**src/rtl/cocr_pkg.sv**
```systemverilog
// Package for the clock output control register bank.
package cocr_pkg;

  localparam logic [7:0] IDX_PIN_READBACK = 8'h00;
  localparam logic [7:0] IDX_PAIR_STOP_EN = 8'h01;
  localparam logic [7:0] IDX_PAIR_DRIVE   = 8'h02;
  localparam logic [7:0] IDX_BUS_CLK_CTRL = 8'h03;
  localparam logic [7:0] IDX_BYTE_COUNT   = 8'h08;

  localparam logic [7:0] RST_PAIR_STOP_EN = 8'h7f;
  localparam logic [7:0] RST_PAIR_DRIVE   = 8'h00;
  localparam logic [7:0] RST_BUS_CLK_CTRL = 8'hff;
  localparam logic [7:0] RST_BYTE_COUNT   = 8'h08;

  localparam int BIT_REF_STOPPABLE = 7;
  localparam int BIT_REF_ENABLE    = 6;
  localparam int LSB_CORE_STOPPABLE = 3;
  localparam int LSB_CORE_ENABLE    = 0;
  localparam int BIT_REF_PD_TRI    = 7;
  localparam int BIT_REF_HALT_TRI  = 6;
  localparam int LSB_CORE_PD_TRI   = 3;
  localparam int LSB_CORE_HALT_TRI = 0;
  localparam int BIT_SW_BUS_RUN    = 7;
  localparam int CORE_PAIRS        = 3;
  localparam int BUS_CLOCKS        = 7;

  localparam logic [6:0] DEV_ADDR_DEFAULT = 7'h69;
  localparam logic [2:0] LAST_BIT         = 3'h7;

  typedef enum {ST_IDLE, ST_RX, ST_ACK, ST_TX, ST_TACK} cocr_state_e;

  typedef struct packed {
    logic                  ref_run;
    logic                  ref_drive;
    logic [CORE_PAIRS-1:0] core_run;
    logic [CORE_PAIRS-1:0] core_drive;
    logic [BUS_CLOCKS-1:0] bus_run;
  } cocr_outputs_s;

endpackage : cocr_pkg

```
**src/rtl/cocr_top.sv**
```systemverilog
// Control register bank bytes 0 to 3 and 8 with its two-wire serial slave.
`timescale 1ns/1ps
`default_nettype none
module cocr_top
  import cocr_pkg::*;
#(
  parameter logic [6:0] DEV_ADDR = DEV_ADDR_DEFAULT
) (
  input  wire logic                  MCLK_I,
  input  wire logic                  NRST_I,
  input  wire logic                  SCLK_I,
  input  wire logic                  SDATA_I,
  output logic                       SDATA_O,
  output logic                       SDATA_OE_O,
  input  wire logic                  BUS_HALT_N_I,
  input  wire logic                  CORE_HALT_N_I,
  input  wire logic                  POWER_DOWN_N_I,
  input  wire logic                  FREQ_STRAP_LOW_I,
  input  wire logic                  FREQ_STRAP_HIGH_I,
  output logic                       REF_PAIR_RUN_O,
  output logic                       REF_PAIR_DRIVE_O,
  output logic [CORE_PAIRS-1:0]      CORE_PAIR_RUN_O,
  output logic [CORE_PAIRS-1:0]      CORE_PAIR_DRIVE_O,
  output logic [BUS_CLOCKS-1:0]      BUS_CLOCK_RUN_O
);

  logic [6:0]    sync1_q;
  logic [6:0]    sync2_q;
  logic [1:0]    link_prev_q;
  logic          scl;
  logic          sda;
  logic          scl_rise;
  logic          scl_fall;
  logic          start_ev;
  logic          stop_ev;
  logic [7:0]    stop_en_q;
  logic [7:0]    drive_q;
  logic [7:0]    bus_ctrl_q;
  logic [7:0]    count_q;
  logic [7:0]    readback;
  logic [7:0]    rd_data;
  cocr_state_e   state_q;
  logic [2:0]    bit_q;
  logic [7:0]    shift_q;
  logic [1:0]    rx_phase_q;
  logic          read_q;
  logic          ack_drv_q;
  logic          sda_low_q;
  logic [7:0]    ptr_q;
  logic [7:0]    tx_left_q;
  logic [7:0]    rx_byte;
  cocr_outputs_s out_q;

  // Link and pin inputs cross into the master clock domain through two stages.
  always_ff @(posedge MCLK_I) begin
    if (!NRST_I) begin
      sync1_q <= 7'h7f;
      sync2_q <= 7'h7f;
    end else begin
      sync1_q <= {FREQ_STRAP_HIGH_I, FREQ_STRAP_LOW_I, POWER_DOWN_N_I, CORE_HALT_N_I,
                  BUS_HALT_N_I, SDATA_I, SCLK_I};
      sync2_q <= sync1_q;
    end
  end

  always_ff @(posedge MCLK_I) begin
    if (!NRST_I) begin
      link_prev_q <= 2'h3;
    end else begin
      link_prev_q <= sync2_q[1:0];
    end
  end

  assign scl      = sync2_q[0];
  assign sda      = sync2_q[1];
  assign scl_rise = scl & ~link_prev_q[0];
  assign scl_fall = ~scl & link_prev_q[0];
  assign start_ev = scl & link_prev_q[0] & ~sda & link_prev_q[1];
  assign stop_ev  = scl & link_prev_q[0] & sda & ~link_prev_q[1];
  assign rx_byte  = {shift_q[6:0], sda};

  // Live levels of the halt inputs and straps; upper bits read zero.
  assign readback = {4'h0, sync2_q[2], sync2_q[3], sync2_q[6], sync2_q[5]};

  // Read multiplexer for the byte at the current pointer.
  always_comb begin
    case (ptr_q)
      IDX_PIN_READBACK: rd_data = readback;
      IDX_PAIR_STOP_EN: rd_data = stop_en_q;
      IDX_PAIR_DRIVE:   rd_data = drive_q;
      IDX_BUS_CLK_CTRL: rd_data = bus_ctrl_q;
      IDX_BYTE_COUNT:   rd_data = count_q;
      default:          rd_data = 8'h00;
    endcase
  end

  // Serial slave: address, command index, block count, then data bytes.
  always_ff @(posedge MCLK_I) begin
    if (!NRST_I) begin
      state_q    <= ST_IDLE;
      bit_q      <= 3'h0;
      shift_q    <= 8'h00;
      rx_phase_q <= 2'h0;
      read_q     <= 1'b0;
      ack_drv_q  <= 1'b0;
      sda_low_q  <= 1'b0;
      ptr_q      <= 8'h00;
      tx_left_q  <= 8'h00;
    end else if (start_ev) begin
      state_q    <= ST_RX;
      bit_q      <= 3'h0;
      rx_phase_q <= 2'h0;
      sda_low_q  <= 1'b0;
    end else if (stop_ev) begin
      state_q   <= ST_IDLE;
      sda_low_q <= 1'b0;
    end else begin
      case (state_q)
        ST_IDLE: begin
          sda_low_q <= 1'b0;
        end
        ST_RX: begin
          if (scl_rise) begin
            shift_q <= rx_byte;
            bit_q   <= bit_q + 3'h1;
            if (bit_q == LAST_BIT) begin
              ack_drv_q <= 1'b0;
              state_q   <= ST_ACK;
              if (rx_phase_q == 2'h0) begin
                read_q <= rx_byte[0];
                if (rx_byte[7:1] != DEV_ADDR) begin
                  state_q <= ST_IDLE;
                end
                tx_left_q <= count_q;
              end else if (rx_phase_q == 2'h1) begin
                ptr_q <= rx_byte;
              end else if (rx_phase_q == 2'h3) begin
                ptr_q <= ptr_q + 8'h01;
              end
              if (rx_phase_q != 2'h3) begin
                rx_phase_q <= rx_phase_q + 2'h1;
              end
            end
          end
        end
        ST_ACK: begin
          if (scl_fall) begin
            if (!ack_drv_q) begin
              ack_drv_q <= 1'b1;
              sda_low_q <= 1'b1;
            end else if (read_q) begin
              shift_q   <= count_q;
              sda_low_q <= ~count_q[7];
              bit_q     <= 3'h0;
              state_q   <= ST_TX;
            end else begin
              sda_low_q <= 1'b0;
              bit_q     <= 3'h0;
              state_q   <= ST_RX;
            end
          end
        end
        ST_TX: begin
          if (scl_fall) begin
            bit_q <= bit_q + 3'h1;
            if (bit_q == LAST_BIT) begin
              sda_low_q <= 1'b0;
              state_q   <= ST_TACK;
            end else begin
              shift_q   <= {shift_q[6:0], 1'b0};
              sda_low_q <= ~shift_q[6];
            end
          end
        end
        ST_TACK: begin
          if (scl_rise && sda) begin
            state_q <= ST_IDLE;
          end else if (scl_fall) begin
            if (tx_left_q == 8'h00) begin
              state_q <= ST_IDLE;
            end else begin
              shift_q   <= rd_data;
              sda_low_q <= ~rd_data[7];
              ptr_q     <= ptr_q + 8'h01;
              tx_left_q <= tx_left_q - 8'h01;
              bit_q     <= 3'h0;
              state_q   <= ST_TX;
            end
          end
        end
        default: begin
          state_q <= ST_IDLE;
        end
      endcase
    end
  end

  // Register writes on each completed data byte; byte 0 and unknown indices drop.
  always_ff @(posedge MCLK_I) begin
    if (!NRST_I) begin
      stop_en_q  <= RST_PAIR_STOP_EN;
      drive_q    <= RST_PAIR_DRIVE;
      bus_ctrl_q <= RST_BUS_CLK_CTRL;
      count_q    <= RST_BYTE_COUNT;
    end else if (state_q == ST_RX && !start_ev && !stop_ev && scl_rise
                 && bit_q == LAST_BIT && rx_phase_q == 2'h3) begin
      case (ptr_q)
        IDX_PAIR_STOP_EN: stop_en_q  <= rx_byte;
        IDX_PAIR_DRIVE:   drive_q    <= rx_byte;
        IDX_BUS_CLK_CTRL: bus_ctrl_q <= rx_byte;
        IDX_BYTE_COUNT:   count_q    <= rx_byte;
        default:          count_q    <= count_q;
      endcase
    end
  end

  // Output gating from enables, stop modes, halt inputs and power-down.
  always_ff @(posedge MCLK_I) begin
    if (!NRST_I) begin
      out_q <= '0;
    end else begin
      out_q.ref_run <= stop_en_q[BIT_REF_ENABLE] & sync2_q[4]
                     & ~(stop_en_q[BIT_REF_STOPPABLE]
                         & (~sync2_q[2] | ~bus_ctrl_q[BIT_SW_BUS_RUN]));
      out_q.ref_drive <= ~(~sync2_q[4] & drive_q[BIT_REF_PD_TRI])
                       & ~(stop_en_q[BIT_REF_STOPPABLE] & drive_q[BIT_REF_HALT_TRI]
                           & (~sync2_q[2] | ~bus_ctrl_q[BIT_SW_BUS_RUN]));
      for (int i = 0; i < CORE_PAIRS; i++) begin
        out_q.core_run[i] <= stop_en_q[LSB_CORE_ENABLE + i] & sync2_q[4]
                           & ~(stop_en_q[LSB_CORE_STOPPABLE + i] & ~sync2_q[3]);
        out_q.core_drive[i] <= ~(~sync2_q[4] & drive_q[LSB_CORE_PD_TRI + i])
                             & ~(stop_en_q[LSB_CORE_STOPPABLE + i] & ~sync2_q[3]
                                 & drive_q[LSB_CORE_HALT_TRI + i]);
      end
      for (int j = 0; j < BUS_CLOCKS; j++) begin
        out_q.bus_run[j] <= bus_ctrl_q[j] & sync2_q[4] & sync2_q[2]
                          & bus_ctrl_q[BIT_SW_BUS_RUN];
      end
    end
  end

  assign SDATA_O           = 1'b0;
  assign SDATA_OE_O        = sda_low_q;
  assign REF_PAIR_RUN_O    = out_q.ref_run;
  assign REF_PAIR_DRIVE_O  = out_q.ref_drive;
  assign CORE_PAIR_RUN_O   = out_q.core_run;
  assign CORE_PAIR_DRIVE_O = out_q.core_drive;
  assign BUS_CLOCK_RUN_O   = out_q.bus_run;

endmodule : cocr_top
`default_nettype wire

```
**config.mk**
```make
export PLATFORM = sky130hd
export DESIGN_NAME = cocr_top
export DESIGN_NICKNAME = d
export VERILOG_FILES = /design/src/rtl/cocr_pkg.sv /design/src/rtl/cocr_top.sv
export SDC_FILE = /design/constraint.sdc
export NUM_CORES = 1
export LEC_CHECK = 0
export BUFFER_PORTS_ARGS = -buffer_cell sky130_fd_sc_hd__buf_2
export CAP_MARGIN = 20
export CELL_PAD_IN_SITES_DETAIL_PLACEMENT = 1
export CELL_PAD_IN_SITES_GLOBAL_PLACEMENT = 2
export CORE_ASPECT_RATIO = 0.5
export CORE_MARGIN = 5
export CORE_UTILIZATION = 34
export CTS_CLUSTER_SIZE = 10
export DETAILED_ROUTE_END_ITERATION = 10
export GPL_ROUTABILITY_DRIVEN = 0
export HOLD_SLACK_MARGIN = 0.02
export PLACE_DENSITY = 0.81
export SYNTH_ARGS = -nofsm -noshare
export SYNTH_HDL_FRONTEND = slang
export SYNTH_SLANG_ARGS = --single-unit
```
**constraint.sdc**
```tcl
create_clock -name MCLK_I -period 2.05 [get_ports MCLK_I]
set_input_delay 0.205 -clock MCLK_I [delete_from_list [all_inputs] [get_ports MCLK_I]]
set_output_delay 0.205 -clock MCLK_I [all_outputs]
set_load 0.05 [all_outputs]
```
# Yosys cells after proc, flatten, opt, wreduce, memory -nomap -nowiden
# Cells that the tools add are included.
# classes
addsub	4
n_eq_ne	37
n_mux	63
bitwise	81
reduce_logical	32
# ops
cell	count
32-bit two-way mux	8
32-bit case mux with 5 select lines	1
8-bit two-way mux	14
32-bit by 2-bit equality test with 1-bit output, second input constant	3
7-bit two-way mux	9
1-bit bitwise AND	53
8-bit case mux with 5 select lines	1
32-bit by 1-bit equality test with 1-bit output, second input constant	1
32-bit by 3-bit equality test with 1-bit output, second input constant	1
32-bit logical NOT	1
8-bit case mux with 2 select lines	2
2-bit inequality test, second input constant	14
7-bit case mux with 4 select lines	1
1-bit NOT	27
4-bit inequality test, second input constant	6
3-bit two-way mux	7
6-bit AND reduction	3
9-bit AND reduction	2
8-bit by 2-bit equality test with 1-bit output, second input constant	2
8-bit logical NOT	2
8-bit AND reduction	2
1-bit two-way mux	13
3-bit case mux with 4 select lines	1
12-bit AND reduction	1
other kinds (26)	42
# totals
regBits	126
inputBits	9
out_inout_bits	17
word_cells	239

# Depth between registers and ports, before layout
# Gate-level depths: netlist (run 1).
# depth
ltp_word	10
mapped_depth	8
depth_no_buf	7

# Least setup slack after synthesis (run 1)
# No wires, ideal clock.
# synth_timing
path_type	register to register
from	reg bit_q[0]
to	reg state_q[0]
setup_time_ps	78
t_arrival_ps	2169
required_time_ps	1972
path_slack_ps	-197
stages_incl_launch_ff	9
path_buffers	1
period_less_slack_ps	2247
cell_sequence	dfxtp_1 > ha_1 > ha_1 > and2b_1 > o21a_1 > or4_1 > buf_2 > or4_1 > a32oi_1
# synth_via
elab_chain_len	3
word_cells_on_any_way	4
classes_between	eq/ne: 3; reduce/logical: 1
# synth_rtl
item	line_no	rtl
start: declaration	cocr_top.sv:43	logic [2:0] bit_q;
start signal: assignment	cocr_top.sv:125	bit_q <= bit_q + 3'h1;
start signal: assignment	cocr_top.sv:165	bit_q <= bit_q + 3'h1;
3-bit equality test *	cocr_top.sv:126, cocr_top.sv:166	
4-bit inequality test (no line)	n/a	
8-bit AND reduction (no line) *	n/a	
end signal: assignment	cocr_top.sv:128	state_q <= ST_ACK;
end signal: assignment	cocr_top.sv:132	state_q <= ST_IDLE;
end signal: assignment	cocr_top.sv:168	state_q <= ST_TACK;
end: declaration	cocr_top.sv:42	cocr_state_e state_q;
# Mark *: on every way between the ends. The rest lies on a longest branch, timed or not.
# A chain may end at the register's enable or synchronous reset.

# Final worst setup path (run 1)
# layout_timing
from	reg bit_q[1]
to	reg state_q[0]
# Same word-level chain as after synthesis.

==> run metrics, run 1 <==
routed len/inst 19.02 um; Mapped Avg Cell Area slightly below 9 um^2; area of the mapped netlist 0.004634 mm^2; Post-Syn Instances between 500 and 600; Setup WS pre-CTS -0.1874 ns; YS warnings 0; Startpoint Class flip-flop; Pre-Repair DR Iteration Count 5; Num CTS Buffers 9; GRT Util Overall a little under a fifth; layout cell share with drive strength beyond 1 29.28%; failing checks setup timing; outcome finished, violations left; Post-Route Setup TNS -0.05575 ns; DRC 0; delay-heaviest family, CP simple AND/OR/NAND/NOR gates; fin util 45.03%; sequential fraction of the synthesis area 41.90%; Worst Setup End Kind flip-flop; die area around 0.016 mm^2; Slowest cell on crit path or4_4; die span in x between 150 and 200 um; clk_lat worst skew between 0.3 and 0.4 ns; type of the tightest min-delay check in2reg; CP max FO 8; Min Clock Period, post-route around 2.1 ns; antenna violations before repair 0; Worst path most repeated cell ha_4; cell area after placement 0.005459 mm^2; Initial Utilization 34.49%; NumNets Final between 600 and 700; final setup fails 1; worst slew pin tran about 0.76 ns; I/O Pins 26; Via density ~5.5; WL final approximately 15 mm; Slew headroom around half; max-cap check violation count 0; CP Buf/Inv Count 0; clock skew roughly 0.014 ns; leak pwr about 2.5 nW; ys async rst share 0%; vias in the first global route approximately 4400; Layout area overhead 30.56%; Clock H-tree levels 3; largest net degree at the start of global routing 30; Final Hold Fails 0; post-route setup slack -0.05575 ns; Cell Chain, Critical Path ha_4 > ha_4 > and2b_1 > o21a_1 > or4_4 > or4_1 > a32oi_1; first-pass GRT wire length ~24 mm; final period utilization 102.7%; Critical Path RT ~2.3 ns; clk buf depth 2; WP data arrival approximately 2.4 ns; Top FF cell, synth dfxtp_1; Post-Syn Nets 554; number of port buffers 24; num rows 30; clk sinks 97; post-route cell area 0.006051 mm^2; critical path's largest stage delay ~0.46 ns; RSZ-0062 raised after global routing true; Yosys cell types 66; PnR Total Power between 3 and 4 mW; number of diodes 0; Yosys reg bits 97; Root Buffer Master clkbuf_16; Initial DRC Count 353; total gr overflow 0; Fmax roughly 470 MHz; via count between 4000 and 5000; pwr dens 650.7 mW/mm^2; max-slew violations 0; Antenna Violating Nets Remaining 0; VDD IR max 0.4104 mV; clk slew on worst S/H paths 0.07 ns; TritonCTS clock tree done; dpl hpwl roughly 11 mm; Chip Height 92.56 um; Core Footprint about 0.013 mm^2; Crit Path Category reg2reg; number of synthesized flops with an enable pin 0
[cell type report]
| type | count | area (um^2) |
|---|---|---|
| Sequential cell | 97 | 1954 |
| Inverter | 17 | 67.56 |
| Clock buffer | 9 | 225.2 |
| Tap cell | 176 | 220.2 |
| Timing Repair Buffer | 110 | 832.0 |
| Fill cell | 1552 | 7387 |
| Multi-Input combinational cell | 386 | 2701 |
| Clock inverter | 6 | 50.05 |
[flip-flops by register name, indices dropped and copies added, names as in the netlist, 2 cells and up]
| signal | count |
|---|---|
| ptr_q | 8 |
| state_q | 3 |
| stop_en_q | 8 |
| link_prev_q | 2 |
| CORE_PAIR_RUN_O | 3 |
| sync2_q | 7 |
| bit_q | 3 |
| tx_left_q | 8 |
| rx_phase_q | 2 |
| bus_ctrl_q | 8 |
| count_q | 8 |
| drive_q | 8 |
| BUS_CLOCK_RUN_O | 7 |
| sync1_q | 7 |
| shift_q | 7 |
| CORE_PAIR_DRIVE_O | 3 |
[cells in the mapped netlist (5+ instances only)]
cell type | instances | area, um^2
a22o_1 | 7 | 61.31
nor3_1 | 10 | 50.05
a21oi_1 | 35 | 175.2
nand3_1 | 15 | 75.07
a311oi_1 | 5 | 43.79
nor2_1 | 43 | 161.4
a31oi_1 | 6 | 37.54
ha_1 | 11 | 137.6
and2_1 | 11 | 68.82
mux2i_1 | 37 | 370.4
o21ai_0 | 26 | 130.1
o31ai_1 | 6 | 45.04
a22oi_1 | 7 | 52.55
and3_1 | 6 | 37.54
nand2b_1 | 18 | 112.6
clkbuf_1 | 27 | 101.4
inv_1 | 17 | 63.81
buf_2 | 6 | 30.03
or3_1 | 6 | 37.54
nand2_1 | 55 | 206.5
dfxtp_1 | 97 | 1942
[where the power goes]
group / switching [mW] / leakage, nW / internal, mW / total, mW
Combinational: 0.244 / 1.62 / 0.117 / 0.360
Clock: 0.793 / 0.129 / 0.835 / 1.63
Sequential: 0.0198 / 0.797 / 1.93 / 1.95
Total: 1.06 / 2.54 / 2.88 / 3.94
[final timing paths]
kind | startpoint | endpoint | slack, ns | depth (start not counted)
max | bit_q[1] | state_q[0] | -0.06 | 7
min reg2reg | sync1_q[1] | sync2_q[1] | 0.41 | 1
min | FREQ_STRAP_HIGH_I | sync1_q[6] | 0.03 | 2
max reg2reg | bit_q[1] | state_q[0] | -0.06 | 7
[cells by family (layout without fill, tap and decap cells)]
kind of cell               count (synthesis)  count (layout)  synth area share [%]
and+or+nand+nor                          193             193                 20.98
xor gates and xnor gates                   2               2                0.3780
buffers and inverters                     51             142                 4.374
AOI/OAI and AO/OA                        142             142                 21.33
adders and majority gates                 11              11                 2.970
other                                      1               1               0.08092
DFF                                       97              97                 41.90
muxes                                     37              37                 7.991
[metal layers]
layer | wire length [um] | track usage (%)
met5 | 0 | 0
met4 | 182 | 4.311
met3 | 684 | 4.241
met2 | 7091 | 30.77
met1 | 7275 | 24.84
[placed cells by master, fill, tap and decap left out, types with 6 or more instances in the layout]
cell,n
a21oi_1,30
a22o_1,7
a22oi_1,6
a31oi_1,6
and2_1,11
and3_1,6
buf_2,24
buf_4,79
clkbuf_16,10
dfxtp_1,87
dfxtp_2,10
inv_1,12
mux2i_1,37
nand2_1,55
nand2b_1,18
nand3_1,15
nor2_1,42
nor3_1,9
o21ai_0,20
o21ai_1,6
o31ai_1,6
[timing repair]
item / CTS / global route
endpoints found under the setup margin: 18 / 55
gates cloned: 0 / 1
hold buffers: 0 / 0
buffers inserted: 3 / 10
pin swaps: 0 / 17
gates resized for setup: 8 / 51
[metrics by stage]
stage,cells,hold slack [ns]
3_5_place_dp,772,0.3900
2_1_floorplan,534,0.3065
3_3_place_gp,772,0.3878
4_1_cts,790,0.02782
5_1_grt,801,0.03063
6_report,801,0.03435
Power figures use the tool's default switching activity.
==> run 2: changes to the inputs <==
- CTS_CLUSTER_SIZE: 10 -> unset
- RECOVER_POWER: unset -> 50
==> run 2 against run 1 <==
Effect of this change: the run still ends with setup timing left; critical path depth stayed put; critical endpoint unchanged; count of clock-buffer cells in the layout stayed put; clock skew hardly changed.
==> run metrics, run 2 (synthesized netlist as in run 1, its figures left out) <==
outcome finished, violations left (unchanged); failing checks setup timing (unchanged); CP max FO 8 (unchanged); cell area after placement 0.005459 mm^2 (unchanged); Clock H-tree levels 3 (unchanged); layout cell share with drive strength beyond 1 26.24% (was 29.28%); Slowest cell on crit path or4_4 (unchanged); total gr overflow 0 (unchanged); critical path's largest stage delay 0.46 ns (about the same); Antenna Violating Nets Remaining 0 (unchanged); commonest non-fill, non-tap cells in the layout dfxtp_1, buf_4, nand2_1 (unchanged); antenna violations before repair 0 (unchanged); PnR Total Power 3.931 mW (was 3.937 mW); Initial DRC Count 368 (was 353); Cell Chain, Critical Path ha_4 > ha_4 > and2b_1 > o21a_1 > or4_4 > or4_1 > a32oi_1 (unchanged); DRC 0 (unchanged); Pre-Repair DR Iteration Count 6 (was 5); VDD IR max 0.4089 mV (was 0.4104 mV); multi-input logic area 0.002701 mm^2 (unchanged); fill cell count 1560 (was 1552); Root Buffer Master clkbuf_16 (unchanged); GRT Util Overall 18.60% (unchanged); HP Start FREQ_STRAP_HIGH_I (unchanged); final period utilization 102.8% (was 102.7%); Critical Path RT 2.32 ns (about the same); Fmax 474.7 MHz (was 474.9 MHz); delay-heaviest family, CP simple AND/OR/NAND/NOR gates (unchanged); Crit Path Category reg2reg (unchanged); Worst Setup End Kind flip-flop (unchanged); NumNets Final 641 (unchanged); Post-Route Setup TNS -0.05639 ns (was -0.05575 ns); Core Footprint 0.01344 mm^2 (unchanged); max-slew violations 0 (unchanged); Num CTS Buffers 9 (unchanged); TritonCTS clock tree done (unchanged); clk_lat worst skew 0.35 ns (about the same); dpl hpwl 10.56 mm (unchanged); CTS Hold Bufs 0 (unchanged); clk slew on worst S/H paths 0.07 ns (about the same); Via density 5.479 (was 5.489); most common cell after layout, fill and taps aside dfxtp_1 (unchanged); WP data arrival 2.38 ns (about the same); clk sinks 97 (unchanged); clock skew 0.01341 ns (was 0.01374 ns); Chip Height 92.56 um (unchanged); Crit. Startpoint bit_q[1] (unchanged); post-route cell area 0.006022 mm^2 (was 0.006051 mm^2); worst slew pin tran 1.287 ns (was 0.7607 ns); clk buf depth 2 (unchanged); Initial Utilization 34.49% (unchanged); largest net degree at the start of global routing 30 (unchanged); RSZ-0062 raised after global routing true (unchanged); Final Hold Fails 0 (unchanged); worst reg2reg startpoint bit_q[1] (unchanged); first-pass GRT wire length 24.05 mm (unchanged); Worst path most repeated cell ha_4 (unchanged); vias in the first global route 4354 (unchanged); Setup WS pre-CTS -0.1874 ns (unchanged); max-cap check violation count 0 (unchanged); routed len/inst 19.07 um (was 19.02 um); number of diodes 0 (unchanged); Sequential Area 0.001954 mm^2 (unchanged); pwr dens 652.9 mW/mm^2 (was 650.7 mW/mm^2); type of the tightest min-delay check in2reg (unchanged); WL final 15.28 mm (was 15.23 mm); post-route setup slack -0.05639 ns (was -0.05575 ns); final setup fails 1 (unchanged); Layout area overhead 29.94% (was 30.56%); fin util 44.81% (was 45.03%); CP Buf/Inv Count 0 (unchanged); I/O Pins 26 (unchanged); number of port buffers 24 (unchanged); Min Clock Period, post-route 2.106 ns (about the same); Startpoint Class flip-flop (unchanged); die area 0.01621 mm^2 (unchanged); num rows 30 (unchanged); leak pwr 2.483 nW (was 2.544 nW); die span in x 175.1 um (unchanged); Slew headroom 14.22% (was 48.62%); via count 4389 (was 4397)
-- run 2: report_power, final --
group | switching (mW) | leakage, nW | internal [mW]
clock network | 0.795 | 0.129 | 0.835
logic | 0.243 | 1.56 | 0.109
registers | 0.0206 | 0.797 | 1.93
total | 1.06 | 2.48 | 2.87
-- run 2: per-layer routing --
layer,wire length [um],up-vias,track usage (%)
met1,7427,2178,24.84
li1,-,2107,-
met4,181,0,4.311
met5,0,-,0
met2,7060,88,30.77
met3,607,16,4.241
-- run 2: metrics by stage --
step | hold slack, ns | instances
finish | 0.03431 | 801
CTS | 0.02782 | 790
detailed placement | 0.3900 | 772
global route | 0.03063 | 801
global placement | 0.3878 | 772
floorplan | 0.3065 | 534
-- run 2: cell type report --
class / instances / area share (%)
clock inverters: 6 / 0.8311
clock buffers: 9 / 3.740
repair buffers: 110 / 13.34
flip-flops and latches: 97 / 32.45
inverters: 17 / 1.122
multi-input cells: 386 / 44.86
well taps: 176 / 3.657
-- run 2: path summary, 6_finish.rpt --
path           endpoint  slack, ns  cells past startpoint
max          state_q[0]      -0.06                      7
min          sync1_q[6]       0.03                      2
max reg2reg  state_q[0]      -0.06                      7
min reg2reg  sync2_q[1]       0.41                      1
-- run 2: what timing repair did --
action                                 in CTS  in global routing
gates cloned                                0                  1
buffers inserted                            3                 10
resized for setup                           8                 51
endpoints found under the hold margin       0                  0
pin swaps                                   0                 17
setup endpoints to repair                  18                 55
